`src/vst_pkg.sv`:
```
// Switch table package.
// Assumes a single core clock domain and one register request at a time.
package vst_pkg;

    // ------------------------------------------------------------
    // Register map
    // ------------------------------------------------------------
    localparam int unsigned ADDR_W = 12;
    localparam logic [11:0] OFS_MGMT_PORT_CONTROL = 12'h354;
    localparam logic [11:0] OFS_SWITCH_ENABLE_BITS = 12'h358;
    localparam logic [11:0] OFS_SWITCH_UPSTREAM_SELECT = 12'h360;
    localparam logic [11:0] OFS_SWITCH_PORT_MEMBERSHIP = 12'h380;
    localparam logic [11:0] OFS_CONFIGURATION_RELEASE = 12'h3ac;
    localparam logic [11:0] OFS_TABLE_STRIDE = 12'h004;
    // PCI-defined header space lies below
    localparam logic [11:0] OFS_DEVICE_SPECIFIC_BASE = 12'h100;

    localparam int unsigned NUM_SWITCHES = 4;

    // ------------------------------------------------------------
    // Field layout and writable masks
    // ------------------------------------------------------------
    localparam logic [31:0] MPC_WMASK = 32'h0000_3777;
    localparam logic [31:0] ENABLE_WMASK = 32'h0000_000f;
    localparam logic [31:0] UPSTREAM_WMASK = 32'h0000_0017;
    localparam logic [31:0] VECTOR_WMASK = 32'h00ff_000f;
    localparam logic [31:0] RELEASE_WMASK = 32'h0000_0001;
    localparam logic [4:0] PORT_FIELD_MASK = 5'h17;
    localparam int unsigned MPC_ACTIVE_LSB = 0;
    localparam int unsigned MPC_ACTIVE_EN_BIT = 5;
    localparam int unsigned MPC_RELOAD_SCOPE_BIT = 6;
    localparam int unsigned MPC_REDUNDANT_LSB = 8;
    localparam int unsigned MPC_REDUNDANT_EN_BIT = 13;
    localparam int unsigned RELEASE_BIT = 0;

    // ------------------------------------------------------------
    // Reset values
    // ------------------------------------------------------------
    localparam logic [31:0] MPC_RESET = 32'h0000_0000;
    localparam logic [31:0] ENABLE_RESET = 32'h0000_0000;
    localparam logic [31:0] UPSTREAM_RESET = 32'h0000_0000;
    localparam logic [31:0] VECTOR_RESET = 32'h0000_0000;
    localparam logic [31:0] VECTOR_ALL_PORTS = 32'h00ff_000f;

    // ------------------------------------------------------------
    // Requesting agents and switch-count strap codes
    // ------------------------------------------------------------
    localparam logic [1:0] SRC_EEPROM = 2'h0;
    localparam logic [1:0] SRC_I2C = 2'h1;
    localparam logic [1:0] SRC_PORT = 2'h2;
    localparam logic [1:0] COUNT_BASE = 2'h0;
    localparam logic [1:0] COUNT_ONE = 2'h1;
    localparam logic [1:0] COUNT_TWO = 2'h2;
    localparam logic [3:0] ENABLE_ONE = 4'h1;
    localparam logic [3:0] ENABLE_TWO = 4'h3;
    localparam logic [3:0] ENABLE_FOUR = 4'hf;

    typedef enum logic [1:0] {
        VST_STRAP_WAIT,
        VST_STRAP_TAKE,
        VST_RUN
    } vst_boot_t;

endpackage : vst_pkg

```
`src/vst_access_policy.sv`:
```
// Access policy per agent and register.
// Assumes the port fields come straight from the control register.
`timescale 1ns/1ps
module vst_access_policy
    import vst_pkg::*;
(
    input wire logic [1:0] src_in,
    input wire logic [4:0] port_in,
    input wire logic [11:0] addr_in,
    input wire logic [4:0] active_port_in,
    input wire logic active_en_in,
    input wire logic [4:0] redundant_port_in,
    input wire logic redundant_en_in,
    input wire logic hier_ok_in,
    output logic is_pci_out,
    output logic allow_out
);

    // ------------------------------------------------------------
    // Agent classification
    // ------------------------------------------------------------
    wire logic is_loader = (src_in == SRC_EEPROM) || (src_in == SRC_I2C);
    wire logic is_port = (src_in == SRC_PORT);
    // Bit 3 is never a port bit; it must be zero
    wire logic port_valid = ((port_in & ~PORT_FIELD_MASK) == 5'h00);
    wire logic is_active = is_port && port_valid && active_en_in && (port_in == active_port_in);
    wire logic is_redundant = is_port && port_valid && redundant_en_in && (port_in == redundant_port_in);
    wire logic pci_space = (addr_in < OFS_DEVICE_SPECIFIC_BASE);
    wire logic mpc_hit = (addr_in == OFS_MGMT_PORT_CONTROL);

    // ------------------------------------------------------------
    // Decision
    // ------------------------------------------------------------
    wire logic dev_allow = is_loader || is_active || (is_redundant && mpc_hit);
    wire logic pci_allow = is_loader || (is_port && hier_ok_in);

    assign is_pci_out = pci_space;
    assign allow_out = pci_space ? pci_allow : dev_allow;

endmodule : vst_access_policy

```
`src/vst_switch_table.sv`:
```
// Management port control and virtual switch table registers.
// Assumes straps are stable around reset release and requests are synchronous.
`timescale 1ns/1ps
module vst_switch_table
    import vst_pkg::*;
(
    input wire logic CLK_IN,
    input wire logic RESET_N_IN,
    input wire logic MGMT_ENABLE_STRAP_N_IN,
    input wire logic [3:0] MGMT_PORT_SELECT_STRAPS_IN,
    input wire logic LINKUP_HOLD_STRAP_IN,
    input wire logic [1:0] SWITCH_COUNT_STRAPS_IN,
    input wire logic REG_REQ_IN,
    input wire logic REG_WRITE_IN,
    input wire logic [1:0] REG_SRC_IN,
    input wire logic [4:0] REG_PORT_IN,
    input wire logic [4:0] REG_TARGET_PORT_IN,
    input wire logic [11:0] REG_ADDR_IN,
    input wire logic [31:0] REG_WDATA_IN,
    input wire logic MGMT_LINK_EVENT_IN,
    output logic REG_ACK_OUT,
    output logic REG_REFUSED_OUT,
    output logic CFG_GRANT_OUT,
    output logic [31:0] REG_RDATA_OUT,
    output logic RELOAD_PORT_OUT,
    output logic RELOAD_CHIP_STATION_OUT,
    output logic [4:0] RELOAD_PORT_NUM_OUT,
    output logic [4:0] ACTIVE_MGMT_PORT_OUT,
    output logic ACTIVE_MGMT_EN_OUT,
    output logic [4:0] REDUNDANT_MGMT_PORT_OUT,
    output logic REDUNDANT_MGMT_EN_OUT,
    output logic [3:0] SWITCH_ENABLE_OUT,
    output logic LINK_HOLD_OUT
);

    // ------------------------------------------------------------
    // State
    // ------------------------------------------------------------
    vst_boot_t boot_r;
    vst_boot_t boot_nxt;
    logic [31:0] mpc_r;
    logic [31:0] enable_r;
    logic [31:0] upstream_r [NUM_SWITCHES];
    logic [31:0] vector_r [NUM_SWITCHES];
    logic release_r;
    logic hold_mode_r;
    logic ack_r;
    logic refused_r;
    logic grant_r;
    logic [31:0] rdata_r;
    logic [31:0] rdata_nxt;
    logic reload_port_r;
    logic reload_chip_r;
    logic [4:0] reload_num_r;

    // ------------------------------------------------------------
    // Strap decode
    // ------------------------------------------------------------
    // Top strap picks the station, lower three the port in it
    wire logic [4:0] strap_port = {MGMT_PORT_SELECT_STRAPS_IN[3], 1'b0, MGMT_PORT_SELECT_STRAPS_IN[2:0]};
    wire logic strap_mgmt_en = ~MGMT_ENABLE_STRAP_N_IN;
    wire logic strap_hold = ~MGMT_ENABLE_STRAP_N_IN & ~LINKUP_HOLD_STRAP_IN;
    wire logic strap_single = (SWITCH_COUNT_STRAPS_IN == COUNT_ONE);
    wire logic [3:0] strap_enables =
        (SWITCH_COUNT_STRAPS_IN == COUNT_BASE) ? ENABLE_ONE :
        (SWITCH_COUNT_STRAPS_IN == COUNT_ONE) ? ENABLE_ONE :
        (SWITCH_COUNT_STRAPS_IN == COUNT_TWO) ? ENABLE_TWO : ENABLE_FOUR;
    wire logic [31:0] strap_mpc = {26'h0, strap_mgmt_en, strap_port};
    wire logic [31:0] strap_vs0_vector = (strap_mgmt_en && strap_single) ? VECTOR_ALL_PORTS : VECTOR_RESET;
    wire logic take_straps = (boot_r == VST_STRAP_TAKE);

    // ------------------------------------------------------------
    // Boot sequencer
    // ------------------------------------------------------------
    // Straps load on the second edge after release, so no
    // flip-flop loads a port value in reset.
    always_comb begin
        case (boot_r)
            VST_STRAP_WAIT: boot_nxt = VST_STRAP_TAKE;
            VST_STRAP_TAKE: boot_nxt = VST_RUN;
            VST_RUN: boot_nxt = VST_RUN;
            default: boot_nxt = VST_STRAP_WAIT;
        endcase
    end

    always_ff @(posedge CLK_IN or negedge RESET_N_IN) begin
        if (!RESET_N_IN) begin
            boot_r <= VST_STRAP_WAIT;
        end else begin
            boot_r <= boot_nxt;
        end
    end

    // ------------------------------------------------------------
    // Field views of the control register
    // ------------------------------------------------------------
    wire logic [4:0] active_port = mpc_r[MPC_ACTIVE_LSB +: 5] & PORT_FIELD_MASK;
    wire logic active_en = mpc_r[MPC_ACTIVE_EN_BIT];
    wire logic reload_scope = mpc_r[MPC_RELOAD_SCOPE_BIT];
    wire logic [4:0] redundant_port = mpc_r[MPC_REDUNDANT_LSB +: 5] & PORT_FIELD_MASK;
    wire logic redundant_en = mpc_r[MPC_REDUNDANT_EN_BIT];

    // ------------------------------------------------------------
    // Hierarchy check for PCI-defined accesses
    // ------------------------------------------------------------
    logic [NUM_SWITCHES-1:0] hier_hit;
    logic [NUM_SWITCHES-1:0] up_sel;
    logic [NUM_SWITCHES-1:0] vec_sel;

    generate
        for (genvar s = 0; s < NUM_SWITCHES; s++) begin : g_hier
            wire logic [4:0] up_port = upstream_r[s][4:0] & PORT_FIELD_MASK;
            wire logic [31:0] member = vector_r[s] >> REG_TARGET_PORT_IN;
            assign hier_hit[s] = enable_r[s] && (REG_PORT_IN == up_port) && member[0];
            assign up_sel[s] = (REG_ADDR_IN == OFS_SWITCH_UPSTREAM_SELECT + OFS_TABLE_STRIDE * 12'(s));
            assign vec_sel[s] = (REG_ADDR_IN == OFS_SWITCH_PORT_MEMBERSHIP + OFS_TABLE_STRIDE * 12'(s));
        end
    endgenerate

    wire logic hier_ok = |hier_hit;

    // ------------------------------------------------------------
    // Access decision and address decode
    // ------------------------------------------------------------
    logic is_pci;
    logic allow;

    vst_access_policy u_policy (
        .src_in(REG_SRC_IN),
        .port_in(REG_PORT_IN),
        .addr_in(REG_ADDR_IN),
        .active_port_in(active_port),
        .active_en_in(active_en),
        .redundant_port_in(redundant_port),
        .redundant_en_in(redundant_en),
        .hier_ok_in(hier_ok),
        .is_pci_out(is_pci),
        .allow_out(allow)
    );

    // Requests during strap capture are dropped so the straps win
    wire logic live = REG_REQ_IN && (boot_r == VST_RUN);
    wire logic granted = live && allow;
    wire logic do_write = granted && REG_WRITE_IN && !is_pci;
    wire logic sel_mpc = (REG_ADDR_IN == OFS_MGMT_PORT_CONTROL);
    wire logic sel_enable = (REG_ADDR_IN == OFS_SWITCH_ENABLE_BITS);
    wire logic sel_release = (REG_ADDR_IN == OFS_CONFIGURATION_RELEASE);
    wire logic wr_mpc = do_write && sel_mpc;
    wire logic wr_enable = do_write && sel_enable;
    wire logic wr_release = do_write && sel_release && REG_WDATA_IN[RELEASE_BIT];

    // ------------------------------------------------------------
    // Management port control
    // ------------------------------------------------------------
    always_ff @(posedge CLK_IN or negedge RESET_N_IN) begin
        if (!RESET_N_IN) begin
            mpc_r <= MPC_RESET;
        end else if (take_straps) begin
            mpc_r <= strap_mpc;
        end else if (wr_mpc) begin
            // Failover is a plain rewrite; new selection acts next cycle
            mpc_r <= REG_WDATA_IN & MPC_WMASK;
        end
    end

    // ------------------------------------------------------------
    // Switch enables
    // ------------------------------------------------------------
    // One write may retire one switch and raise another
    always_ff @(posedge CLK_IN or negedge RESET_N_IN) begin
        if (!RESET_N_IN) begin
            enable_r <= ENABLE_RESET;
        end else if (take_straps) begin
            enable_r <= {28'h0, strap_enables};
        end else if (wr_enable) begin
            enable_r <= REG_WDATA_IN & ENABLE_WMASK;
        end
    end

    // ------------------------------------------------------------
    // Upstream and membership entries
    // ------------------------------------------------------------
    generate
        for (genvar s = 0; s < NUM_SWITCHES; s++) begin : g_entry
            wire logic wr_up = do_write && up_sel[s];
            wire logic wr_vec = do_write && vec_sel[s];
            wire logic [31:0] up_strap = (s == 0) ? {27'h0, strap_port} : UPSTREAM_RESET;
            wire logic [31:0] vec_strap = (s == 0) ? strap_vs0_vector : VECTOR_RESET;

            always_ff @(posedge CLK_IN or negedge RESET_N_IN) begin
                if (!RESET_N_IN) begin
                    upstream_r[s] <= UPSTREAM_RESET;
                end else if (take_straps) begin
                    upstream_r[s] <= up_strap;
                end else if (wr_up) begin
                    upstream_r[s] <= REG_WDATA_IN & UPSTREAM_WMASK;
                end
            end

            always_ff @(posedge CLK_IN or negedge RESET_N_IN) begin
                if (!RESET_N_IN) begin
                    vector_r[s] <= VECTOR_RESET;
                end else if (take_straps) begin
                    vector_r[s] <= vec_strap;
                end else if (wr_vec) begin
                    vector_r[s] <= REG_WDATA_IN & VECTOR_WMASK;
                end
            end
        end
    endgenerate

    // ------------------------------------------------------------
    // Link hold and configuration release
    // ------------------------------------------------------------
    // Hold is assumed until straps are known, so no port trains early
    always_ff @(posedge CLK_IN or negedge RESET_N_IN) begin
        if (!RESET_N_IN) begin
            hold_mode_r <= 1'b1;
        end else if (take_straps) begin
            hold_mode_r <= strap_hold;
        end
    end

    // Only a one is meaningful; the bit stays set until reset
    always_ff @(posedge CLK_IN or negedge RESET_N_IN) begin
        if (!RESET_N_IN) begin
            release_r <= 1'b0;
        end else if (wr_release) begin
            release_r <= 1'b1;
        end
    end

    assign LINK_HOLD_OUT = hold_mode_r && !release_r;

    // ------------------------------------------------------------
    // Read path
    // ------------------------------------------------------------
    logic [31:0] up_rd;
    logic [31:0] vec_rd;

    always_comb begin
        up_rd = 32'h0000_0000;
        vec_rd = 32'h0000_0000;
        for (int s = 0; s < NUM_SWITCHES; s++) begin
            if (up_sel[s]) begin
                up_rd = upstream_r[s];
            end
            if (vec_sel[s]) begin
                vec_rd = vector_r[s];
            end
        end
    end

    always_comb begin
        rdata_nxt = 32'h0000_0000;
        if (granted && !REG_WRITE_IN && !is_pci) begin
            if (sel_mpc) begin
                rdata_nxt = mpc_r & MPC_WMASK;
            end else if (sel_enable) begin
                rdata_nxt = enable_r & ENABLE_WMASK;
            end else if (sel_release) begin
                rdata_nxt = {31'h0, release_r} & RELEASE_WMASK;
            end else begin
                rdata_nxt = up_rd | vec_rd;
            end
        end
    end

    // ------------------------------------------------------------
    // Answer
    // ------------------------------------------------------------
    always_ff @(posedge CLK_IN or negedge RESET_N_IN) begin
        if (!RESET_N_IN) begin
            ack_r <= 1'b0;
            refused_r <= 1'b0;
            grant_r <= 1'b0;
            rdata_r <= 32'h0000_0000;
        end else begin
            ack_r <= live;
            refused_r <= live && !allow;
            grant_r <= granted && is_pci;
            rdata_r <= rdata_nxt;
        end
    end

    // ------------------------------------------------------------
    // EEPROM reload request on management port hot reset
    // ------------------------------------------------------------
    // Scope is taken at the event; a later change
    // cannot widen a requested reload.
    always_ff @(posedge CLK_IN or negedge RESET_N_IN) begin
        if (!RESET_N_IN) begin
            reload_port_r <= 1'b0;
            reload_chip_r <= 1'b0;
            reload_num_r <= 5'h00;
        end else begin
            reload_port_r <= MGMT_LINK_EVENT_IN && active_en;
            reload_chip_r <= MGMT_LINK_EVENT_IN && active_en && reload_scope;
            if (MGMT_LINK_EVENT_IN && active_en) begin
                reload_num_r <= active_port;
            end
        end
    end

    // ------------------------------------------------------------
    // Outputs
    // ------------------------------------------------------------
    assign REG_ACK_OUT = ack_r;
    assign REG_REFUSED_OUT = refused_r;
    assign CFG_GRANT_OUT = grant_r;
    assign REG_RDATA_OUT = rdata_r;
    assign RELOAD_PORT_OUT = reload_port_r;
    assign RELOAD_CHIP_STATION_OUT = reload_chip_r;
    assign RELOAD_PORT_NUM_OUT = reload_num_r;
    assign ACTIVE_MGMT_PORT_OUT = active_port;
    assign ACTIVE_MGMT_EN_OUT = active_en;
    assign REDUNDANT_MGMT_PORT_OUT = redundant_port;
    assign REDUNDANT_MGMT_EN_OUT = redundant_en;
    assign SWITCH_ENABLE_OUT = enable_r[3:0];

endmodule : vst_switch_table

```
`config.mk`:
```
export PLATFORM = sky130hd
export DESIGN_NAME = vst_switch_table
export DESIGN_NICKNAME = d
export VERILOG_FILES = /design/src/vst_pkg.sv /design/src/vst_access_policy.sv /design/src/vst_switch_table.sv
export SDC_FILE = /design/constraint.sdc
export NUM_CORES = 1
export LEC_CHECK = 0
export BUFFER_PORTS_ARGS = -buffer_cell sky130_fd_sc_hd__buf_2
export CAP_MARGIN = 25
export CORE_AREA = 2 2 111 113
export DETAILED_ROUTE_END_ITERATION = 8
export DIE_AREA = 0 0 113 115
export PLACE_DENSITY = 0.85
export SYNTH_ARGS = -nofsm -noshare
export SYNTH_HDL_FRONTEND = slang
export SYNTH_SLANG_ARGS = --single-unit
```
`constraint.sdc`:
```
create_clock -name CLK_IN -period 2.39 [get_ports CLK_IN]
set_clock_uncertainty 0.15 [all_clocks]
set_input_delay 0.717 -clock CLK_IN [delete_from_list [all_inputs] [get_ports CLK_IN]]
set_output_delay 0.717 -clock CLK_IN [all_outputs]
set_load 0.01 [all_outputs]
```
After elaboration in Yosys (flattened, before gate mapping). Index checks and enable logic that the tools add are counted.

Input bits: 69. Register bits: 319. Word-level logic and storage cells: 153. Output and inout bits: 59.

Bitwise logic cells: 4. Equal/unequal tests: 23. Shift-type cells: 4. Muxes and demuxes: 38. $lt $le $gt $ge: 1. Reductions and logical operators: 63.

Operators by type and width (count): $mux W32 (28); $eq A12 B10 Y1 const B (11); $shr A32 B5 Y1 (4); $logic_and A1 B1 Y1 (39); $or A32 B32 Y32 (1); $eq A5 B5 Y1 (6); $mux W14 (2); $mux W24 (1); $mux W4 (5); $reduce_bool A2 Y1 (10); $lt A12 B9 Y1 const B (1); $eq A2 B1 Y1 const B (3); $eq A2 B2 Y1 const B (3); $logic_not A2 Y1 (3); $logic_not A5 Y1 (1); $logic_not A1 Y1 (4); $logic_or A1 B1 Y1 (4); $pmux W2 S2 (1); $reduce_or A4 Y1 (1); $not A1 Y1 (2); $reduce_or A2 Y1 (1); $and A1 B1 Y1 (1); $mux W1 (1).

Logic depth before layout (Yosys ltp).
Word-level depth: 13. Mapped depth: 10.

Cells and area by module. Synthesis repeated with hierarchy kept, for this count alone.

Cell total of the unflattened synthesis: 537. Area, all modules: 6039.5 um2.

By module, submodules not included: vst_switch_table (times used 1, area an instance 5866.9 um2, cells each 514, seq. area each 2803.9 um2); vst_access_policy (times used 1, area an instance 172.7 um2, cells each 23, seq. area each 0.0 um2).

Worst setup path after synthesis. No wires, ideal clock.

Path kind: input port to flip-flop. From: in REG_ADDR_IN[5]. To: reg vector_r[114] (netlist name). Arrival: 2.371 ns. Library setup time: 0.125 ns. Required time: 2.115 ns. Path slack: -0.257 ns. Buffers on the path: 2. Stages on the path: 8. Cell sequence: buf_4 and4bb_4 and4_4 and4_4 or2_4 a31o_4 buf_6 mux2_4.

Cells in the longest elaborated chain, start to end: 9.

RTL lines: from (decl) (RTL line vst_switch_table.sv:18) `input wire logic [11:0] REG_ADDR_IN,`; parallel branches: the longest is 7 deep, another holds $lt A12 B9 Y1; $logic_and A1 B1 Y1 (*) (RTL line vst_switch_table.sv:186) `wire logic wr_vec = do_write && vec_sel[s];`; $reduce_bool A2 Y1 (no source line) (*); to (signal, indexed assignment) (RTL line vst_switch_table.sv:204) `vector_r[s] <= vec_strap;`; to (signal, indexed assignment) (RTL line vst_switch_table.sv:206) `vector_r[s] <= REG_WDATA_IN & VECTOR_WMASK;`; to (decl) (RTL line vst_switch_table.sv:44) `logic [31:0] vector_r [NUM_SWITCHES];`.

Every way passes the cells marked *. A chain may end at the register's enable or synchronous reset.

Worst setup path after layout.
From: in REG_SRC_IN[1]. To: reg vector_r[98] (netlist name).

Cells in the longest elaborated chain, start to end: 12.

RTL lines: from (decl) (RTL line vst_switch_table.sv:15) `input wire logic [1:0] REG_SRC_IN,`; $eq A2 B2 Y1 (RTL line vst_access_policy.sv:23) `wire logic is_port = (src_in == SRC_PORT);`; $logic_and A1 B1 Y1 (RTL line vst_access_policy.sv:26, vst_access_policy.sv:27); $logic_and A1 B1 Y1 (on tied branches) (2 in a row) (RTL line vst_access_policy.sv:26, vst_access_policy.sv:27); $logic_or A1 B1 Y1 / $logic_and A1 B1 Y1 (equally long branches) (RTL line vst_access_policy.sv:34) `wire logic dev_allow = is_loader || is_active || (is_redundant && mpc_hit);`; $logic_or A1 B1 Y1 (RTL line vst_access_policy.sv:34); $mux W1 (*) (RTL line vst_access_policy.sv:38) `assign allow_out = pci_space ? pci_allow : dev_allow;`; $logic_and A1 B1 Y1 (*) (RTL line vst_switch_table.sv:143) `wire logic granted = live && allow;`; $logic_and A1 B1 Y1 (*) (2 in a row) (RTL line vst_switch_table.sv:144) `wire logic do_write = granted && REG_WRITE_IN && !is_pci;`; $logic_and A1 B1 Y1 (*) (RTL line vst_switch_table.sv:186); $reduce_bool A2 Y1 (no source line) (*).

Every way passes the cells marked *; elsewhere a longest branch is shown, timed or not.

==> summary.md <==
| Metric | Value |
|---|---|
| Register-to-Register Path Depth | `7` |
| Final cell area excluding filler cells | `7860 um^2` |
| Die outline width | `about 110 um` |
| Final critical-path share of the clock period | `1.02` |
| Clock period minus worst slack | `2.43 ns` |
| I/O pin count | `128` |
| Setup repair after global routing missed its margin | `true` |
| Kind of capture point of the worst setup path | `register` |
| Critical path data required time | `about 2.5 ns` |
| Post-synthesis async set-or-reset flop share | `1.00` |
| Half-perimeter wire length of the detailed placement result | `12.2 mm` |
| Static Leak | `4.15 nW` |
| Maximum vdd drop | `~420 uV` |
| Multi-input gate area in the final layout | `3330 um^2` |
| Relative slew margins | `0.553` |
| Placed cells | `825` |
| Crit Reg-Reg Endpoint | `vector_r[98]` |
| Initial DRC Count | `700` |
| Slew Limit Fails | `0` |
| Synth Register Bits | `about 110` |
| Number of global-route vias before repair | `5259` |
| Most frequently used flop master after synthesis | `sky130_fd_sc_hd__dfrtp_1` |
| Fill cells | `775` |
| Distinct cells, synth | `60` |
| Synth warn | `0` |
| Finished Layout Cells | `853` |
| Avg Cell Area, Syn | `11.3 um^2` |
| Slew at the pin closest to its max-slew limit | `0.670 ns` |
| Sink Count | `around 110` |
| Upper clock frequency limit | `0.412 GHz` |
| Antenna Nets Post-Route | `0` |
| Reg-to-reg critical path startpoint | `mpc_r[2]` |
| Gate count of the mapped netlist | `561` |
| Failing checks | `design-rule violations, negative setup slack` |
| Largest net degree at the start of global routing | `67` |
| Number of H-tree branching levels | `3` |
| Clock tree root driver cell | `sky130_fd_sc_hd__clkbuf_16` |
| Worst setup path class | `in -> reg` |
| Mean number of vias per cell | `6.30` |
| Largest fanout on the critical path | `7` |
| Total global routing overflow | `0` |
| Total of buffers placed on input and output ports | `100` |
| Synthesis-to-layout area growth | `24.3%` |
| Maxcap violations | `0` |
| Final setup margin | `-0.0398 ns` |
| Reg clk slew, reported paths | `0.07 ns` |
| Path class of the lowest-slack min-delay path | `in -> async` |
| Run status | `finished with violations` |
| Total Power | `0.00399 W` |
| Die footprint | `13000 um^2` |
| Overall Global Routing Usage | `0.288` |
| Core outline area | `11800 um^2` |
| Residual DRC | `9` |
| Number of antenna cells inserted | `0` |
| Hold Fails Final Rpt | `0` |
| Setup violators final | `8` |
| Final Wtd Congestion | `a little over 1` |
| Clock latency on the worst-skew pair | `0.37 ns` |
| Reg area | `~2800 um^2` |
| Number of search-and-repair iterations in the first detailed-routing pass | `8` |
| Total of hold buffers inserted after clock tree synthesis | `0` |
| WL per Instance | `between 20 and 25 um` |
| Pwr/cell area | `507 nW/um^2` |
| Number of buffers created by CTS | `9` |
| Portion of the post-synthesis area used by sequential elements | `0.443` |
| Placement Rows | `40` |
| Vertical die dimension | `115 um` |
| Via count of the routed design | `5377` |
| Netlist Area Pre-Place | `6330 um^2` |
| CTS max path bufs | `2` |
| Share of layout cells above drive strength 1 | `0.399` |
| Arrival time of data at the critical path endpoint | `2.52 ns` |
| Slack of the worst reg-to-reg path | `0.04 ns` |
| Number of enable flip-flop cells after synthesis | `0` |
| Initial core utilization | `0.536` |
| Wire length of the first global-routing pass | `28.7 mm` |
| Standard cell area after detailed placement | `around 7200 um^2` |
| Nets | `approximately 770` |
| CTS tree | `yes` |
| Overall routed net length | `19.3 mm` |
| Antenna violations before repair | `0` |
| Kind of start point of the critical path | `input pin` |
## registers in the layout, indices dropped and copies added (netlist names)
name,cells
REG_REFUSED_OUT,1
release_r,1
hold_mode_r,1
REG_ACK_OUT,1
enable_r,4
CFG_GRANT_OUT,1
REG_RDATA_OUT,20
RELOAD_PORT_NUM_OUT,4
vector_r,48
RELOAD_PORT_OUT,1
boot_r,2
g_hier.up_port,16
mpc_r,11
RELOAD_CHIP_STATION_OUT,1
## placed cells by master, fill, tap and decap left out, types with 4 or more instances in the layout
cell                        netlist  routed
sky130_fd_sc_hd__a21oi_1         15      15
sky130_fd_sc_hd__and2_1           9       8
sky130_fd_sc_hd__buf_12           0       8
sky130_fd_sc_hd__buf_2            6      95
sky130_fd_sc_hd__buf_4           27      64
sky130_fd_sc_hd__buf_6            7       4
sky130_fd_sc_hd__clkbuf_16        0       9
sky130_fd_sc_hd__conb_1           1      15
sky130_fd_sc_hd__dfrtp_1        111     111
sky130_fd_sc_hd__inv_1           21      21
sky130_fd_sc_hd__mux2_2          18      18
sky130_fd_sc_hd__mux2_4          10      10
sky130_fd_sc_hd__mux2i_1         67      66
sky130_fd_sc_hd__mux4_2          20      20
sky130_fd_sc_hd__nand2_1          8       8
sky130_fd_sc_hd__nand3_1         12      12
sky130_fd_sc_hd__nand4_1          4       4
sky130_fd_sc_hd__nor2_1          72      71
sky130_fd_sc_hd__nor2b_1         18      18
sky130_fd_sc_hd__nor4_1          11       8
sky130_fd_sc_hd__o211ai_4         3       7
sky130_fd_sc_hd__o21ai_0         14      14
sky130_fd_sc_hd__o21ai_2          2       4
sky130_fd_sc_hd__o22ai_1          6       6
sky130_fd_sc_hd__xnor2_1         18      18
sky130_fd_sc_hd__xor2_1           6       6
## worst max-delay path by stage
stage | to | cells past startpoint | start
after floorplan | vector_r[114] | 8 | REG_ADDR_IN[5]
after global placement | vector_r[113] | 7 | REG_SRC_IN[0]
after detailed placement | vector_r[112] | 7 | REG_SRC_IN[0]
after CTS | REG_REFUSED_OUT | 9 | REG_TARGET_PORT_IN[0]
after global routing | REG_REFUSED_OUT | 10 | REG_TARGET_PORT_IN[0]
final | vector_r[98] | 8 | REG_SRC_IN[1]
## where the power goes
group | switching (W) | internal [W] | total [W]
clock network | 0.000724 | 0.000820 | 0.00154
logic | 0.000279 | 0.000209 | 0.000488
registers | 0.0000278 | 0.00193 | 0.00195
## stage by stage
| step | utilization | TNS [ns] | hold slack [ns] | setup WS, ns |
|---|---|---|---|---|
| floorplan | - | -8.74 | 0.271 | -0.245 |
| global placement | 0.612 | -42.51 | 0.315 | -0.542 |
| detailed placement | 0.612 | -47.06 | 0.321 | -0.613 |
| CTS | 0.652 | 0 | 0.213 | 0.00216 |
| global route | 0.666 | -0.370 | 0.225 | -0.0432 |
| finish | 0.666 | -0.240 | 0.197 | -0.0398 |
## metal layers
metal  up-vias  track usage  share of wire
met2       424        0.478           0.48
li1       2240            -              -
met4         0        0.122          0.042
met3        92       0.0606           0.11
met1      2621        0.370           0.37
met5         -            0              0
## cells in the mapped netlist, types with 3 or more instances
library cell | count | area share
sky130_fd_sc_hd__o211ai_4 | 3 | 0.010
sky130_fd_sc_hd__nor2b_1 | 18 | 0.018
sky130_fd_sc_hd__mux4_2 | 20 | 0.071
sky130_fd_sc_hd__nor2_1 | 72 | 0.043
sky130_fd_sc_hd__mux2_4 | 10 | 0.024
sky130_fd_sc_hd__clkbuf_1 | 15 | 0.0089
sky130_fd_sc_hd__nor4_1 | 11 | 0.011
sky130_fd_sc_hd__buf_2 | 6 | 0.0047
sky130_fd_sc_hd__o22ai_1 | 6 | 0.0059
sky130_fd_sc_hd__mux2i_1 | 67 | 0.11
sky130_fd_sc_hd__xnor2_1 | 18 | 0.025
sky130_fd_sc_hd__buf_4 | 27 | 0.032
sky130_fd_sc_hd__and2_1 | 9 | 0.0089
sky130_fd_sc_hd__nor3_1 | 5 | 0.0040
sky130_fd_sc_hd__dfrtp_1 | 111 | 0.44
sky130_fd_sc_hd__buf_1 | 3 | 0.0018
sky130_fd_sc_hd__o211ai_2 | 3 | 0.0059
sky130_fd_sc_hd__nand4_1 | 4 | 0.0040
sky130_fd_sc_hd__inv_1 | 21 | 0.012
sky130_fd_sc_hd__xor2_1 | 6 | 0.0083
sky130_fd_sc_hd__a211oi_1 | 4 | 0.0047
sky130_fd_sc_hd__o21ai_0 | 14 | 0.011
sky130_fd_sc_hd__o221ai_1 | 4 | 0.0055
sky130_fd_sc_hd__a21oi_1 | 15 | 0.012
sky130_fd_sc_hd__nand3_1 | 12 | 0.0095
sky130_fd_sc_hd__nand2_1 | 8 | 0.0047
sky130_fd_sc_hd__buf_6 | 7 | 0.012
sky130_fd_sc_hd__ha_1 | 3 | 0.0059
sky130_fd_sc_hd__o2111ai_1 | 4 | 0.0055
sky130_fd_sc_hd__mux2_2 | 18 | 0.032
## critical path, cell delays in order
cell and delay [ns]:
sky130_fd_sc_hd__buf_2 0.11, sky130_fd_sc_hd__or3b_4 0.43, sky130_fd_sc_hd__nor4_4 0.23, sky130_fd_sc_hd__a31o_4 0.24
sky130_fd_sc_hd__or2_4 0.13, sky130_fd_sc_hd__a31o_4 0.20, sky130_fd_sc_hd__buf_12 0.15, sky130_fd_sc_hd__mux2_4 0.31
## final cells by class
cell class,instances,area share
Multi-Input combinational cell,385,0.423
Tap cell,147,0.0234
Clock buffer,10,0.0291
Clock inverter,6,0.00875
Sequential cell,112,0.357
Inverter,21,0.0100
Timing Repair Buffer,172,0.149
## kinds of logic after synthesis
logic type               count (synthesis)  share of synthesized area
flip-flops                             112                      0.443
AND/OR/NAND/NOR                        156                      0.127
buffers and inverters                   80                     0.0732
other                                    1                   0.000593
adder cells (fa/ha/maj)                  3                    0.00593
AO/OA/AOI/OAI                           70                     0.0840
XOR/XNOR                                24                     0.0332
multiplexers                           115                      0.233
## timing repair
action,CTS,global route
setup buffers,6,4
pin swaps,10,8
cloned,2,0
endpoints found under the setup margin,78,57
gates resized for setup,17,21
endpoints found under the hold margin,0,0
Note: power is estimated with default switching activity, not from simulation.
